$ cat src/include/sync_slave_pkg.sv
// constants, register map and carrier types for the synchronous slave serial path
// assumes a 32-bit apb register bus, one register per aligned word
package sync_slave_pkg;
  // register byte offsets
  localparam logic [7:0] baud_rate_control_off           = 8'h00;
  localparam logic [7:0] global_interrupt_control_off    = 8'h04;
  localparam logic [7:0] peripheral_interrupt_enable_off = 8'h08;
  localparam logic [7:0] peripheral_interrupt_flags_off  = 8'h0C;
  localparam logic [7:0] receive_data_holding_off        = 8'h10;
  localparam logic [7:0] receive_status_control_off      = 8'h14;
  localparam logic [7:0] transmit_status_control_off     = 8'h18;
  localparam logic [7:0] transmit_buffer_off             = 8'h1C;
  localparam logic [7:0] power_control_off               = 8'h20;
  // receive status / control bits
  localparam int rs_port_en_pos   = 7;
  localparam int rs_rx9_pos       = 6;
  localparam int rs_single_pos    = 5;
  localparam int rs_cont_pos      = 4;
  localparam int rs_ovr_pos       = 1;
  localparam int rs_ninth_pos     = 0;
  // transmit status / control bits
  localparam int ts_clk_src_pos   = 7;
  localparam int ts_tx9_pos       = 6;
  localparam int ts_tx_en_pos     = 5;
  localparam int ts_sync_pos      = 4;
  localparam int ts_empty_pos     = 1;
  localparam int ts_ninth_pos     = 0;
  // interrupt control, enable and flag bits
  localparam int gi_global_pos    = 7;
  localparam int gi_periph_pos    = 6;
  localparam int pe_rx_pos        = 5;
  localparam int pe_tx_pos        = 4;
  // power control bits
  localparam int pc_sleep_pos     = 0;
  localparam int pc_wake_pos      = 1;
  // reset values
  localparam logic [7:0] ctrl_reset   = 8'h00;
  localparam logic [7:0] tsc_reset    = 8'h02;
  localparam logic [3:0] cnt_reset    = 4'h0;
  localparam int         rx_depth     = 2;
  localparam logic [11:0] vector_addr = 12'h004;

  // one received word with its ninth bit
  typedef struct packed {
    logic       ninth;
    logic [7:0] data;
  } word9_t;
endpackage

$ cat src/rtl/sync_serial_slave_rxtx.sv
// synchronous slave receive and transmit path with apb registers
// assumes an external master drives the shift clock pin; pins are synchronised to pclk
// Functional notes
// - in slave mode cont_rx counts as set, but the receiver idles while continuous enable is clear
// - single-word receive enable is ignored in slave mode
// - a complete shifted word moves into the receive holding buffer
// - receive interrupt enable lets a word arrival wake the core
// - slave mode means sync mode, port enabled, external clock source
// - nine-bit mode puts top bit in ninth bit, low eight in data
// - word completion sets receive flag; interrupt request if enabled
// - overrun clears by dropping continuous enable or port enable
// - reading receive data pops oldest character; flag clears when empty
// - during sleep only slave mode keeps shifting
// - both shift registers move only on external clock edges
// - while asleep the device accepts data and clock pins
// - full word during sleep sets receive flag, waking the core
// - device drives outgoing data on the data pin from the external clock
// - after shift-out, buffer moves to shift register and transmit flag sets
// - writing transmit buffer clears transmit flag; fills shifter then buffer (a write that goes into the free shifter leaves the flag set)
// - transmit wake needs transmit and peripheral interrupt enables
// - woken core with global enable calls the vector address
// - receive during sleep requires continuous enable set beforehand
//
// The implementer's own choices: the placing of the registers and register access over APB.
`timescale 1ns/1ps
module sync_serial_slave_rxtx
  import sync_slave_pkg::*;
#(
  parameter int rx_fifo_depth = rx_depth
)(
  input  wire logic        pclk,
  input  wire logic        presetn,
  input  wire logic        psel,
  input  wire logic        penable,
  input  wire logic        pwrite,
  input  wire logic [7:0]  paddr,
  input  wire logic [31:0] pwdata,
  output logic             pready,
  output logic [31:0]      prdata,
  output logic             pslverr,
  input  wire logic        shift_clock_pin_i,
  input  wire logic        data_pin_i,
  output logic             data_pin_o,
  output logic             data_pin_oe,
  output logic             wake_q,
  output logic             irq_q,
  output logic             vector_call_q,
  output logic [11:0]      vector_q
);
  // control registers
  logic [7:0] baud_q, gic_q, pie_q, rsc_q, tsc_q;
  logic       sleep_q;
  logic       ovr_q;
  // pin synchronisers
  logic [1:0] ck_s_q, dt_s_q;
  logic       ck_prev_q;
  // shift state
  // nine bits wide so an optional ninth bit rides along
  logic [8:0] rsr_q;
  logic [3:0] rcnt_q;
  logic [8:0] tsr_q;
  logic [3:0] tcnt_q;
  logic       tsr_full_q;
  word9_t     txbuf_q;
  logic       txbuf_full_q;
  logic       txf_q;
  // receive buffer
  // one-bit pointers suffice for the two-entry buffer
  word9_t     rxmem_q [rx_fifo_depth];
  logic [1:0] rx_cnt_q;
  logic       rx_rd_q;
  logic       rx_wr_q;

  logic slave, cont_rx, tx_mode, rise, fall, nine_rx, nine_tx;
  logic wr, rd, word_done, rx_pop, tx_write, load_tsr;
  logic [3:0] rx_bits, tx_bits;

  // mode decode
  assign slave   = tsc_q[ts_sync_pos] & rsc_q[rs_port_en_pos] & ~tsc_q[ts_clk_src_pos];
  assign cont_rx = slave ? 1'b1 : rsc_q[rs_cont_pos];
  // receive selected by continuous enable only, single enable ignored
  assign tx_mode = slave & ~rsc_q[rs_cont_pos];
  // nine-bit selects only change the word length and the ninth-bit path
  assign nine_rx = rsc_q[rs_rx9_pos];
  assign nine_tx = tsc_q[ts_tx9_pos];
  assign rx_bits = nine_rx ? 4'h9 : 4'h8;
  assign tx_bits = nine_tx ? 4'h9 : 4'h8;

  // apb decode, zero wait states
  assign wr       = psel & penable & pwrite;
  assign rd       = psel & penable & ~pwrite;
  assign rx_pop   = rd & (paddr == receive_data_holding_off) & (rx_cnt_q != 2'h0);
  assign tx_write = wr & (paddr == transmit_buffer_off);

  // two-flop pin synchronisers and edge memory
  // the link clock is far slower than pclk, so edges are found after the synchronisers
  always_ff @(posedge pclk or negedge presetn)
  begin
    if (!presetn)
    begin
      ck_s_q    <= 2'b00;
      dt_s_q    <= 2'b00;
      ck_prev_q <= 1'b0;
    end
    else
    begin
      ck_s_q    <= {ck_s_q[0], shift_clock_pin_i};
      dt_s_q    <= {dt_s_q[0], data_pin_i};
      ck_prev_q <= ck_s_q[1];
    end
  end
  // shifting runs only in slave mode, asleep or not
  assign rise = slave & ck_s_q[1] & ~ck_prev_q;
  assign fall = slave & ~ck_s_q[1] & ck_prev_q;

  // receive shift register, lsb first, sampled on rising clock
  always_ff @(posedge pclk or negedge presetn)
  begin
    if (!presetn)
    begin
      rsr_q  <= 9'h000;
      rcnt_q <= cnt_reset;
    end
    else if (!rsc_q[rs_port_en_pos] || !cont_rx || tx_mode)
    begin
      // leaving slave receive drops a partial word, so no stale count remains
      rcnt_q <= cnt_reset;
    end
    else if (rise)
    begin
      rsr_q  <= {dt_s_q[1], rsr_q[8:1]};
      rcnt_q <= (rcnt_q == rx_bits - 4'h1) ? cnt_reset : rcnt_q + 4'h1;
    end
  end
  assign word_done = rise & cont_rx & ~tx_mode & (rcnt_q == rx_bits - 4'h1);

  // receive buffer, two entries, overrun when full
  // a word that meets a full buffer with no read in the same cycle is dropped and marks overrun
  always_ff @(posedge pclk or negedge presetn)
  begin
    if (!presetn)
    begin
      rx_cnt_q <= 2'h0;
      rx_rd_q  <= 1'b0;
      rx_wr_q  <= 1'b0;
      ovr_q    <= 1'b0;
      for (int i = 0; i < rx_fifo_depth; i++)
        rxmem_q[i] <= '0;
    end
    else if (!rsc_q[rs_port_en_pos])
    begin
      // port disable flushes the whole receive side
      rx_cnt_q <= 2'h0;
      rx_rd_q  <= 1'b0;
      rx_wr_q  <= 1'b0;
      ovr_q    <= 1'b0;
    end
    else
    begin
      if (!rsc_q[rs_cont_pos])
        ovr_q <= 1'b0;
      // set after clear, so an overrun in the clearing cycle still sticks
      if (word_done && rx_cnt_q == 2'(rx_fifo_depth) && !rx_pop)
        ovr_q <= 1'b1;
      if (word_done && (rx_cnt_q != 2'(rx_fifo_depth) || rx_pop))
      begin
        // nine-bit word sits right-aligned in the shifter
        rxmem_q[rx_wr_q] <= nine_rx ? word9_t'({dt_s_q[1], rsr_q[8:1]}) : word9_t'({1'b0, dt_s_q[1], rsr_q[8:2]});
        rx_wr_q <= ~rx_wr_q;
      end
      if (rx_pop)
        rx_rd_q <= ~rx_rd_q;
      // count follows this cycle's push and pop together
      case ({word_done && (rx_cnt_q != 2'(rx_fifo_depth) || rx_pop), rx_pop})
        2'b10:   rx_cnt_q <= rx_cnt_q + 2'h1;
        2'b01:   rx_cnt_q <= rx_cnt_q - 2'h1;
        default: rx_cnt_q <= rx_cnt_q;
      endcase
    end
  end

  // transmit: write fills shifter first, then buffer
  // load_tsr marks the edge on which the buffer byte moves into the shifter
  assign load_tsr = tsr_full_q & fall & tx_mode & (tcnt_q == tx_bits - 4'h1) & txbuf_full_q;
  always_ff @(posedge pclk or negedge presetn)
  begin
    if (!presetn)
    begin
      tsr_q        <= 9'h000;
      tcnt_q       <= cnt_reset;
      tsr_full_q   <= 1'b0;
      txbuf_q      <= '0;
      txbuf_full_q <= 1'b0;
      txf_q        <= 1'b1;
    end
    else if (!rsc_q[rs_port_en_pos] || !tsc_q[ts_tx_en_pos])
    begin
      // disabling transmit or the port empties both stages and sets the flag
      tcnt_q       <= cnt_reset;
      tsr_full_q   <= 1'b0;
      txbuf_full_q <= 1'b0;
      txf_q        <= 1'b1;
    end
    else
    begin
      // one bit per synced falling edge; the last bit reloads or empties
      if (tsr_full_q && fall && tx_mode)
      begin
        tsr_q  <= {1'b0, tsr_q[8:1]};
        tcnt_q <= (tcnt_q == tx_bits - 4'h1) ? cnt_reset : tcnt_q + 4'h1;
        if (tcnt_q == tx_bits - 4'h1)
        begin
          if (txbuf_full_q)
          begin
            tsr_q        <= {txbuf_q.ninth, txbuf_q.data};
            txbuf_full_q <= 1'b0;
            txf_q        <= 1'b1;
          end
          else
            tsr_full_q <= 1'b0;
        end
      end
      if (tx_write)
      begin
        // a flag set in the same cycle beats the write's clear, though the new byte still fills the buffer
        // the shifter is free when empty or finishing its last bit with no buffer
        if (!tsr_full_q || (tx_mode && fall && tcnt_q == tx_bits - 4'h1 && !txbuf_full_q))
        begin
          tsr_q      <= {tsc_q[ts_ninth_pos], pwdata[7:0]};
          tsr_full_q <= 1'b1;
          tcnt_q     <= cnt_reset;
        end
        else
        begin
          txbuf_q      <= '{ninth: tsc_q[ts_ninth_pos], data: pwdata[7:0]};
          txbuf_full_q <= 1'b1;
          txf_q        <= load_tsr;
        end
      end
    end
  end

  // data pin drive while transmitting
  // the pin is released when the shifter is empty or the mode is receive
  always_ff @(posedge pclk or negedge presetn)
  begin
    if (!presetn)
    begin
      data_pin_o  <= 1'b0;
      data_pin_oe <= 1'b0;
    end
    else
    begin
      data_pin_o  <= tsr_q[0];
      data_pin_oe <= tx_mode & tsc_q[ts_tx_en_pos] & tsr_full_q;
    end
  end

  // software registers
  // read-only status bits are stored as zero and filled in on read
  always_ff @(posedge pclk or negedge presetn)
  begin
    if (!presetn)
    begin
      baud_q  <= ctrl_reset;
      gic_q   <= ctrl_reset;
      pie_q   <= ctrl_reset;
      rsc_q   <= ctrl_reset;
      tsc_q   <= ctrl_reset;
      sleep_q <= 1'b0;
    end
    else
    begin
      if (wr && paddr == baud_rate_control_off)
        baud_q <= pwdata[7:0];
      if (wr && paddr == global_interrupt_control_off)
        gic_q <= pwdata[7:0];
      if (wr && paddr == peripheral_interrupt_enable_off)
        pie_q <= pwdata[7:0];
      if (wr && paddr == receive_status_control_off)
        rsc_q <= {pwdata[7:2], 2'b00};
      if (wr && paddr == transmit_status_control_off)
        tsc_q <= {pwdata[7:2], 1'b0, pwdata[0]};
      // sleep ends on wake
      // a sleep request in the wake cycle wins over the wake
      if (wr && paddr == power_control_off && pwdata[pc_sleep_pos])
        sleep_q <= 1'b1;
      else if (wake_q)
        sleep_q <= 1'b0;
    end
  end

  // interrupt request, wake and vector call
  // the wake pulse lasts one cycle and sleep drops on the following edge
  // the vector call rides on the wake pulse only with global enable set
  logic rx_req, tx_req;
  assign rx_req = (rx_cnt_q != 2'h0) & pie_q[pe_rx_pos];
  assign tx_req = txf_q & pie_q[pe_tx_pos] & gic_q[gi_periph_pos];
  always_ff @(posedge pclk or negedge presetn)
  begin
    if (!presetn)
    begin
      irq_q         <= 1'b0;
      wake_q        <= 1'b0;
      vector_call_q <= 1'b0;
      vector_q      <= 12'h000;
    end
    else
    begin
      irq_q         <= rx_req | tx_req;
      wake_q        <= sleep_q & (rx_req | tx_req) & ~wake_q;
      vector_call_q <= sleep_q & (rx_req | tx_req) & ~wake_q & gic_q[gi_global_pos];
      vector_q      <= vector_addr;
    end
  end

  // apb read data and answer
  // read data is latched in setup, so the pop in access cannot disturb it
  // every access is answered one cycle after setup, no wait states
  always_ff @(posedge pclk or negedge presetn)
  begin
    if (!presetn)
    begin
      prdata  <= 32'h0000_0000;
      pready  <= 1'b0;
      pslverr <= 1'b0;
    end
    else
    begin
      pready  <= psel & ~penable;
      // unmapped or unaligned offsets answer with an error and read as zero
      pslverr <= psel & ~penable & (paddr > power_control_off || paddr[1:0] != 2'b00);
      prdata  <= 32'h0000_0000;
      if (psel && !penable && !pwrite)
      begin
        case (paddr)
          baud_rate_control_off:           prdata <= {24'h000000, baud_q};
          global_interrupt_control_off:    prdata <= {24'h000000, gic_q};
          peripheral_interrupt_enable_off: prdata <= {24'h000000, pie_q};
          peripheral_interrupt_flags_off:  prdata <= {26'h0, rx_cnt_q != 2'h0, txf_q, 4'h0};
          receive_data_holding_off:        prdata <= {24'h000000, rxmem_q[rx_rd_q].data};
          receive_status_control_off:      prdata <= {24'h000000, rsc_q[7:2], ovr_q, rxmem_q[rx_rd_q].ninth};
          transmit_status_control_off:     prdata <= {24'h000000, tsc_q[7:2], ~tsr_full_q, tsc_q[0]};
          power_control_off:               prdata <= {30'h0, wake_q, sleep_q};
          default:                         prdata <= 32'h0000_0000;
        endcase
      end
    end
  end
endmodule // sync_serial_slave_rxtx

$ cat config.mk
export PLATFORM = sky130hd
export DESIGN_NAME = sync_serial_slave_rxtx
export DESIGN_NICKNAME = d
export VERILOG_FILES = /design/src/include/sync_slave_pkg.sv /design/src/rtl/sync_serial_slave_rxtx.sv
export SDC_FILE = /design/constraint.sdc
export NUM_CORES = 1
export LEC_CHECK = 0
export BUFFER_PORTS_ARGS = -buffer_cell sky130_fd_sc_hd__buf_4
export CORE_UTILIZATION = 35
export CTS_CLUSTER_SIZE = 28
export DETAILED_ROUTE_END_ITERATION = 7
export PLACE_DENSITY_LB_ADDON = 0.15
export SLEW_MARGIN = 10
export SYNTH_ARGS = -nofsm -noshare
export SYNTH_HDL_FRONTEND = slang
export SYNTH_SLANG_ARGS = --single-unit
$ cat constraint.sdc
create_clock -name pclk -period 3.05 [get_ports pclk]
set_input_delay 0.4575 -clock pclk [delete_from_list [all_inputs] [get_ports pclk]]
set_output_delay 0.4575 -clock pclk [all_outputs]
set_load 0.005 [all_outputs]
## Word level (Yosys, flattened, before mapping)

Index checks and enable logic that the tools add are counted.

| word-level totals | value |
|---|---|
| register bits | 144 |
| bits in latches | 0 |
| bits in writable memories | 0 |
| memory bits (read-only) | 0 |
| logic and storage cells | 203 |
| memories kept | 0 |

| cells by class | value |
|---|---|
| $add $sub $neg | 6 |
| multiply operators | 0 |
| divide/modulo/power cells | 0 |
| magnitude comparators | 4 |
| eq/ne operators | 18 |
| shift-type cells | 0 |
| multiplexer cells | 53 |
| bitwise operators | 47 |
| reductions and logical operators | 40 |

Operator list:

| kind | count |
|---|---|
| $mux W9 | 10 |
| $pmux W8 S8 | 1 |
| $eq A8 B5 Y1 const B | 4 |
| $mux W4 | 8 |
| $and A1 B1 Y1 | 30 |
| $mux W1 | 29 |
| $bwmux W18 | 1 |
| $logic_and A1 B1 Y1 | 18 |
| $eq A8 B4 Y1 const B | 2 |
| $not A1 Y1 | 14 |
| $demux W9 S1 | 1 |
| $add A4 B1 Y4 const B | 2 |
| $eq A4 B4 Y1 | 2 |
| $eq A8 B3 Y1 const B | 1 |
| $eq A8 B6 Y1 const B | 1 |
| $gt A8 B6 Y1 const B | 1 |
| $logic_not A1 Y1 | 8 |
| $logic_not A8 Y1 | 1 |
| $mux W8 | 1 |
| $reduce_bool A2 Y1 | 4 |
| $sub A4 B1 Y4 const B | 2 |
| $logic_or A1 B1 Y1 | 6 |
| $eq A2 B2 Y1 const B | 2 |
| $ge A2 B2 Y1 const B | 2 |
| 14 further kinds | 17 |

## Depth between registers and ports, before layout

Gate-level depths: netlist of the first run.

| depth | value |
|---|---|
| depth after elaboration | 11 |
| mapped depth | 8 |
| depth with buffers taken out | 5 |

## Worst setup path before layout of the first run

Ideal clock, no wire load.

| timing | value |
|---|---|
| path kind | input -> register |
| from | in paddr[5] |
| to | reg txbuf_q[0] (netlist bit) |
| library setup time | 125 ps |
| arrival | 2362 ps |
| data required time | 2925 ps |
| path slack | 563 ps |
| cell stages on the path | 5 |
| buffers on the path | 1 |
| path through | or4b_4 -> or4_4 -> or3_1 -> buf_4 -> mux2_4 |

| on the way | value |
|---|---|
| longest elaborated chain between the ends | 3 |

RTL lines:

| element | RTL line | text |
|---|---|---|
| start: declaration | sync_serial_slave_rxtx.sv:36 | `input wire logic [7:0] paddr,` |
| $eq A8 B5 Y1 | sync_serial_slave_rxtx.sv:93 | `assign tx_write = wr & (paddr == transmit_buffer_off);` |
| $and A1 B1 Y1 | sync_serial_slave_rxtx.sv:93 |  |
| $reduce_and A3 Y1 (no line) | - |  |
| end signal: assignment | sync_serial_slave_rxtx.sv:235 | `txbuf_q <= '{ninth: tsc_q[ts_ninth_pos], data: pwdata[7:0]};` |
| end: declaration | sync_serial_slave_rxtx.sv:64 | `word9_t txbuf_q;` |

Every way passes these cells.
A chain may end at the register's enable or synchronous reset.

## Worst setup path after layout of the first run

| timing | value |
|---|---|
| from | in paddr[5] |
| to | reg txbuf_q[3] (netlist bit) |

Same word-level chain as after synthesis.

==> results of run 1 <==
-- cell usage after synthesis, types with 2 or more instances --
library cell and n:
o221ai_1 2, nand4_1 2, o21ai_0 30, o32a_1 3
or4_1 3, o221a_2 8, dfrtp_1 118, conb_1 2
a22oi_1 4, ha_1 2, a2bb2oi_1 2, a311oi_1 2
and2_1 4, nand3_1 24, or2_2 2, o32ai_1 3
nor2b_1 5, and4_1 3, clkbuf_1 16, inv_1 10
nor2_1 27, o211ai_1 3, nand3b_1 2, mux2_2 49
nand4bb_1 2, nor3b_1 3, or3_1 2, a32o_1 2
mux2_4 9, mux2i_1 25, nand2b_1 3, xor2_1 2
a21oi_1 17, buf_2 4, o21a_1 2, buf_4 36
nand2_1 48, nor3_1 8
-- power by group through the flow --
stage               Sequential [mW]  Clock [mW]  Combinational [mW]
floorplan                      1.63           0              0.0874
global placement               1.63           0               0.149
detailed placement             1.63           0               0.150
CTS                            1.60        1.97               0.151
global route                   1.60        2.04               0.169
finish                         1.60        1.93               0.148
-- logic make-up after synthesis --
family          share of synthesized area (%)
simple gates                             13.2
other cells                             0.129
fa+ha+maj                               0.431
flops                                    51.3
compound gates                           11.2
buf+inv                                  6.74
xor+xnor                                0.452
mux                                      16.5
-- path summary, 6_finish.rpt --
kind | from | endpoint | slack [ns] | cells after the start
setup / recovery | paddr[5] | txbuf_q[3] | 0.73 | 6
hold / removal | presetn | vector_q[2] | 0.05 | 1
setup reg to reg | rsc_q[4] | tsr_q[6] | 0.76 | 7
hold reg to reg | dt_s_q[0] | dt_s_q[1] | 0.35 | 0
max in group asynchronous | presetn | tsr_q[2] | 2.22 | 2
min in group pclk | data_pin_i | dt_s_q[0] | 0.14 | 1
-- layer usage --
layer	global-route usage, %	up-vias
met2	26.6	116
met5	0	-
li1	-	1925
met3	4.68	15
met4	6.69	0
met1	25.2	2022
-- final cells by class --
| class | count | area share [%] |
|---|---|---|
| sequential | 119 | 43.3 |
| inverter | 10 | 0.545 |
| clock buffer | 23 | 6.80 |
| tap | 216 | 3.93 |
| timing repair buffer | 60 | 6.73 |
| multi-input combinational | 368 | 37.3 |
| clock inverter | 9 | 1.45 |
-- registers in the layout, indices dropped and copies added, names as in the netlist, 2 cells and up --
name      cells
dt_s_q        2
rxmem_q      18
tsc_q         7
rsr_q         8
gic_q         8
rsc_q         6
txbuf_q       9
tcnt_q        4
pie_q         8
rcnt_q        4
tsr_q         9
baud_q        8
rx_cnt_q      2
prdata        8
ck_s_q        2
-- metrics by stage --
stage          std cells  worst slack [ns]  hold slack, ns  area [sq um]  power (mW)
3_5_place_dp         773             0.333           0.337          6310        1.78
2_1_floorplan        554             0.563           0.162          5940        1.71
3_3_place_gp         773             0.340           0.334          6310        1.78
6_report             805             0.728          0.0500          6880        3.68
4_1_cts              805             0.767          0.0656          6880        3.73
5_1_grt              805             0.609          0.0870          6880        3.81
==> flow_summary.json, run 1 <==
{
  "status": "completed",
  "synth_warnings": 0,
  "drive_above_1_share_pct": 27.8,
  "yosys.area.top_type_share_pct": 50.8,
  "antenna_found_initial": 0,
  "htreeDepth": 4,
  "die_x_microns": 131,
  "critPathBufInv": 2,
  "pwr_density_cell_nw_per_um2": 534,
  "overflow": 0,
  "clock_latency_ns": 0.42,
  "cts_tree": "built",
  "synth_top_flop_cell": "dfrtp_1",
  "highest_layer": "met4",
  "slowest_stage": "or4b_4",
  "nets": 625,
  "peakVddDrop_uv": 368,
  "rsz0062_at_grt": "no",
  "ant_nets": 0,
  "combPwrFrac_pct": 4.0,
  "async_flop_share_pct": 100,
  "start_util_pct": 36.2,
  "io_pins": 98,
  "min_period_ns": 2.32,
  "path_class": "in -> reg",
  "finalCritPeriodShare_pct": 76.1,
  "cts_made_buffers": 17,
  "synth.avg_cell_area_sq_um": 11.2,
  "grt_pass1_vias": 3930,
  "synth_area_leader_cell": "dfrtp_1",
  "finalSetupTns_ns": 0,
  "setup_violations": 0,
  "fin_util_pct": 42.9,
  "track_usage_pct": 18.0,
  "critPathMaxFanout": 10,
  "fmax_mhz": 431,
  "multi_input_area_sq_um": 2560,
  "slew_violations": 0,
  "worst_path_most_repeated_cell": "buf_4",
  "area_growth_pct": 18.5,
  "grt_pass1_wl_microns": 22500,
  "p_clk_share_pct": 52.4,
  "die_h_microns": 131,
  "skew_ns": 0.00936,
  "drt_iter0_drc": 240,
  "grt_max_degree": 53,
  "dr.pass1.iters": 5,
  "hold_class": "in -> async",
  "vias_per_cell": 5.07,
  "dieArea_sq_um": 17100,
  "power_frac_seq_pct": 43.6,
  "clk_pin_slew_ns": 0.05,
  "n_antenna_cell": 0,
  "cp.required_ns": 3.35,
  "fillers": 1527,
  "ys_ff_latch": 119,
  "finalHoldViolations": 0,
  "num_vias": 4078,
  "layout_common_cells": "dfrtp_1 (118), buf_4 (59), mux2_2 (49)",
  "synth_area_leaders": "dfrtp_1 (51%), mux2_2 (9.5%), buf_4 (4.7%), mux2i_1 (4.3%), nand2_1 (3.1%)",
  "cpPeakStageDelay_ns": 0.59,
  "wl_met2_microns": 6110,
  "wl_per_cell_microns": 17.2,
  "final_common_cell": "dfrtp_1",
  "critPathTopFamily": "simple AND/OR/NAND/NOR gates",
  "core_sq_um": 16100,
  "route.detailed.drc": 0,
  "critPathLaunchType": "input port",
  "wl_met1_microns": 6880,
  "power_leakage_nw": 3.19,
  "numPortBuffers": 38,
  "cts_root_buf": "clkbuf_16",
  "numClockSinks": 119,
  "netlist_instances": 520,
  "postCtsResizedCells": 0,
  "routabilityCongestion": 0.822,
  "cp.arrival_ns": 2.62,
  "p_int_mw": 2.88,
  "seq_area_sq_um": 2980,
  "drt_wl_total_microns": 13900,
  "ys_seq_area_share_pct": 51.3,
  "dp_hpwl_microns": 9730,
  "postCtsHoldBufs": 0,
  "rows": 46,
  "synth_edf_count": 0,
  "drv_cap": 0,
  "cp-end-kind": "flip-flop",
  "p_sw_mw": 0.800,
  "post-cts-setup-buffer-count": 0,
  "clk_path_buf_depth": 2,
  "slew_headroom_pct": 42.5,
  "wl_met3_microns": 668,
  "netlist_area_sq_um": 5810,
  "synth_cell_type_count": 69,
  "worstMarginPinSlew_ns": 0.841,
  "netSwitchingFraction_pct": 21.7,
  "crit_chain": "buf_4 > or4b_4 > or4_4 > or3_1 > buf_4 > mux2_4"
}
Power figures use the tool's default switching activity.
==> run 2, diff against run 1 <==
Clock period 3.05 ns to 2 ns, I/O delays scaled along.
==> run 2 against run 1 <==
Net effect: the flow now finishes with violations (setup timing); largest cell class unchanged; non-clock buffer count increased by 44; via count increased by 5.3%; register-to-register slack got worse by 0.75 ns; clock-buffer cell count unchanged; die area unchanged; clock power increased by 50%; largest power group unchanged; sequential power increased by 52%; combinational power increased by 76%; final area increased by 7.3%; critical endpoint is now txbuf_q[5]; clock skew decreased by 0.0040 ns; worst hold slack improved by 0.091 ns.
==> flow_summary.json, run 2 (same netlist as run 1, synthesis figures left out) <==
{
  "combPwrFrac_pct": 4.7,
  "largest-register": "rxmem_q",
  "fillers": 1503,
  "num_vias": 4295,
  "setup_slack_ns": -0.0111,
  "grt_max_degree": 60,
  "clk_pin_slew_ns": 0.05,
  "layout_common_cells": "dfrtp_1 (118), buf_4 (95), mux2_2 (49)",
  "vias_per_cell": 5.06,
  "nets": 669,
  "power_frac_seq_pct": 43.7,
  "drive_above_1_share_pct": 34.9,
  "htreeDepth": 4,
  "drt_wl_total_microns": 14600,
  "whs_ns": 0.141,
  "antenna_found_initial": 0,
  "finalSetupTns_ns": -0.0368,
  "dp_hpwl_microns": 10600,
  "n_antenna_cell": 0,
  "clock_latency_ns": 0.42,
  "p_sw_mw": 1.24,
  "slew_violations": 0,
  "numPortBuffers": 38,
  "seq_area_sq_um": 2980,
  "cts_made_buffers": 17,
  "worstMarginPinSlew_ns": 0.648,
  "status": "finished with violations",
  "crit_chain": "buf_4 > or4b_4 > or4_4 > or3_1 > buf_6 > mux2_4",
  "rsz0062_at_grt": "yes",
  "die_x_microns": 131,
  "start_util_pct": 36.2,
  "fmax_mhz": 497,
  "pwr_density_cell_nw_per_um2": 757,
  "numClockSinks": 119,
  "slowest_stage": "or4b_4",
  "wl_per_cell_microns": 17.2,
  "placed_area_sq_um": 6650,
  "cp.arrival_ns": 2.31,
  "cts_tree": "built",
  "critPathMaxFanout": 10,
  "largest_registers": "rxmem_q (18), tsr_q (9), txbuf_q (9)",
  "dieArea_sq_um": 17100,
  "cp.required_ns": 2.30,
  "path_class": "in -> reg",
  "grt_pass1_wl_microns": 23300,
  "finalHoldViolations": 0,
  "route.detailed.drc": 0,
  "multi_input_area_sq_um": 2690,
  "cts_root_buf": "clkbuf_16",
  "track_usage_pct": 18.6,
  "io_pins": 98,
  "die_h_microns": 131,
  "p_int_mw": 4.35,
  "routabilityCongestion": 0.838,
  "cp-end-kind": "flip-flop",
  "slew_headroom_pct": 56.7,
  "post-place-ws_ns": -0.541,
  "finalCritPeriodShare_pct": 101,
  "violations": "setup timing",
  "peakVddDrop_uv": 490,
  "skew_ns": 0.00540,
  "hold_class": "in -> reg",
  "cpPeakStageDelay_ns": 0.55,
  "setup_violations": 6,
  "final_common_cell": "dfrtp_1",
  "p_clk_share_pct": 51.6,
  "largest_reg_flops": 18,
  "ant_nets": 0,
  "dr.pass1.iters": 5,
  "overflow": 0,
  "netSwitchingFraction_pct": 22.1,
  "critPathLaunchType": "input port",
  "clk_path_buf_depth": 2,
  "finalPower_mw": 5.59,
  "rows": 46,
  "power_leakage_nw": 3.43,
  "core_sq_um": 16100,
  "grt_pass1_vias": 4246,
  "area_growth_pct": 27.1,
  "drv_cap": 0,
  "min_period_ns": 2.01,
  "stdcell_area_sq_um": 7380,
  "drt_iter0_drc": 285
}
run 2: cell count changes in the layout (fill, tap and decap cells not counted), sizes merged:
cell,previous run,this run
buf,60,101
bufinv,2,1
dlygate4sd3,0,3
clkinv,5,6
run 2: per-stage QoR:
step | cells | utilization [%]
floorplan | 554 | -
finish | 849 | 46.0
CTS | 847 | 45.4
global route | 849 | 46.0
global placement | 812 | 41.4
detailed placement | 812 | 41.4
run 2: per-layer routing:
metal  wire (microns)  global-route usage, %  share of wire, %
met5                0                      0                 0
met4              199                   7.37               1.4
met3              798                   4.36               5.5
met2             6740                   28.4                46
met1             6890                   25.6                47
run 2: layout make-up:
| class | count | area share, % |
|---|---|---|
| Sequential cell | 119 | 40.3 |
| Clock buffer | 23 | 6.61 |
| Multi-Input combinational cell | 368 | 36.4 |
| Tap cell | 216 | 3.66 |
| Timing Repair Buffer | 104 | 11.5 |
| Clock inverter | 9 | 1.02 |
| Inverter | 10 | 0.508 |
run 2: final timing paths:
path / startpoint / slack [ns] / to / cells after the start
max: paddr[5] / -0.01 / txbuf_q[5] / 6
min: pwdata[0] / 0.14 / txbuf_q[0] / 2
max reg2reg: rsc_q[4] / 0.01 / tsr_q[5] / 8
min reg2reg: dt_s_q[0] / 0.35 / dt_s_q[1] / 0
max in group asynchronous: presetn / 1.05 / txf_q / 3
min in group asynchronous: presetn / 0.31 / rsr_q[4] / 2
run 2: power by group through the flow:
| stage | combinational (mW) | clock (mW) | sequential (mW) |
|---|---|---|---|
| CTS | 0.264 | 2.96 | 2.44 |
| detailed placement | 0.258 | 0 | 2.48 |
| global placement | 0.255 | 0 | 2.48 |
| floorplan | 0.134 | 0 | 2.48 |
| finish | 0.261 | 2.89 | 2.44 |
| global route | 0.297 | 3.05 | 2.44 |
run 2: timing repair:
action | in CTS | in global routing
pin swaps | 1 | 3
endpoints found under the hold margin | 20 | 0
cloned | 0 | 0
setup buffers | 0 | 2
resized for setup | 7 | 15
endpoints found under the setup margin | 21 | 38
hold buffers | 3 | 0
run 2: critical path, delay by kind of cell:
family	cells	cell delay, ns
buffers and inverters	2	0.28
muxes	1	0.31
and+or+nand+nor	3	1.41
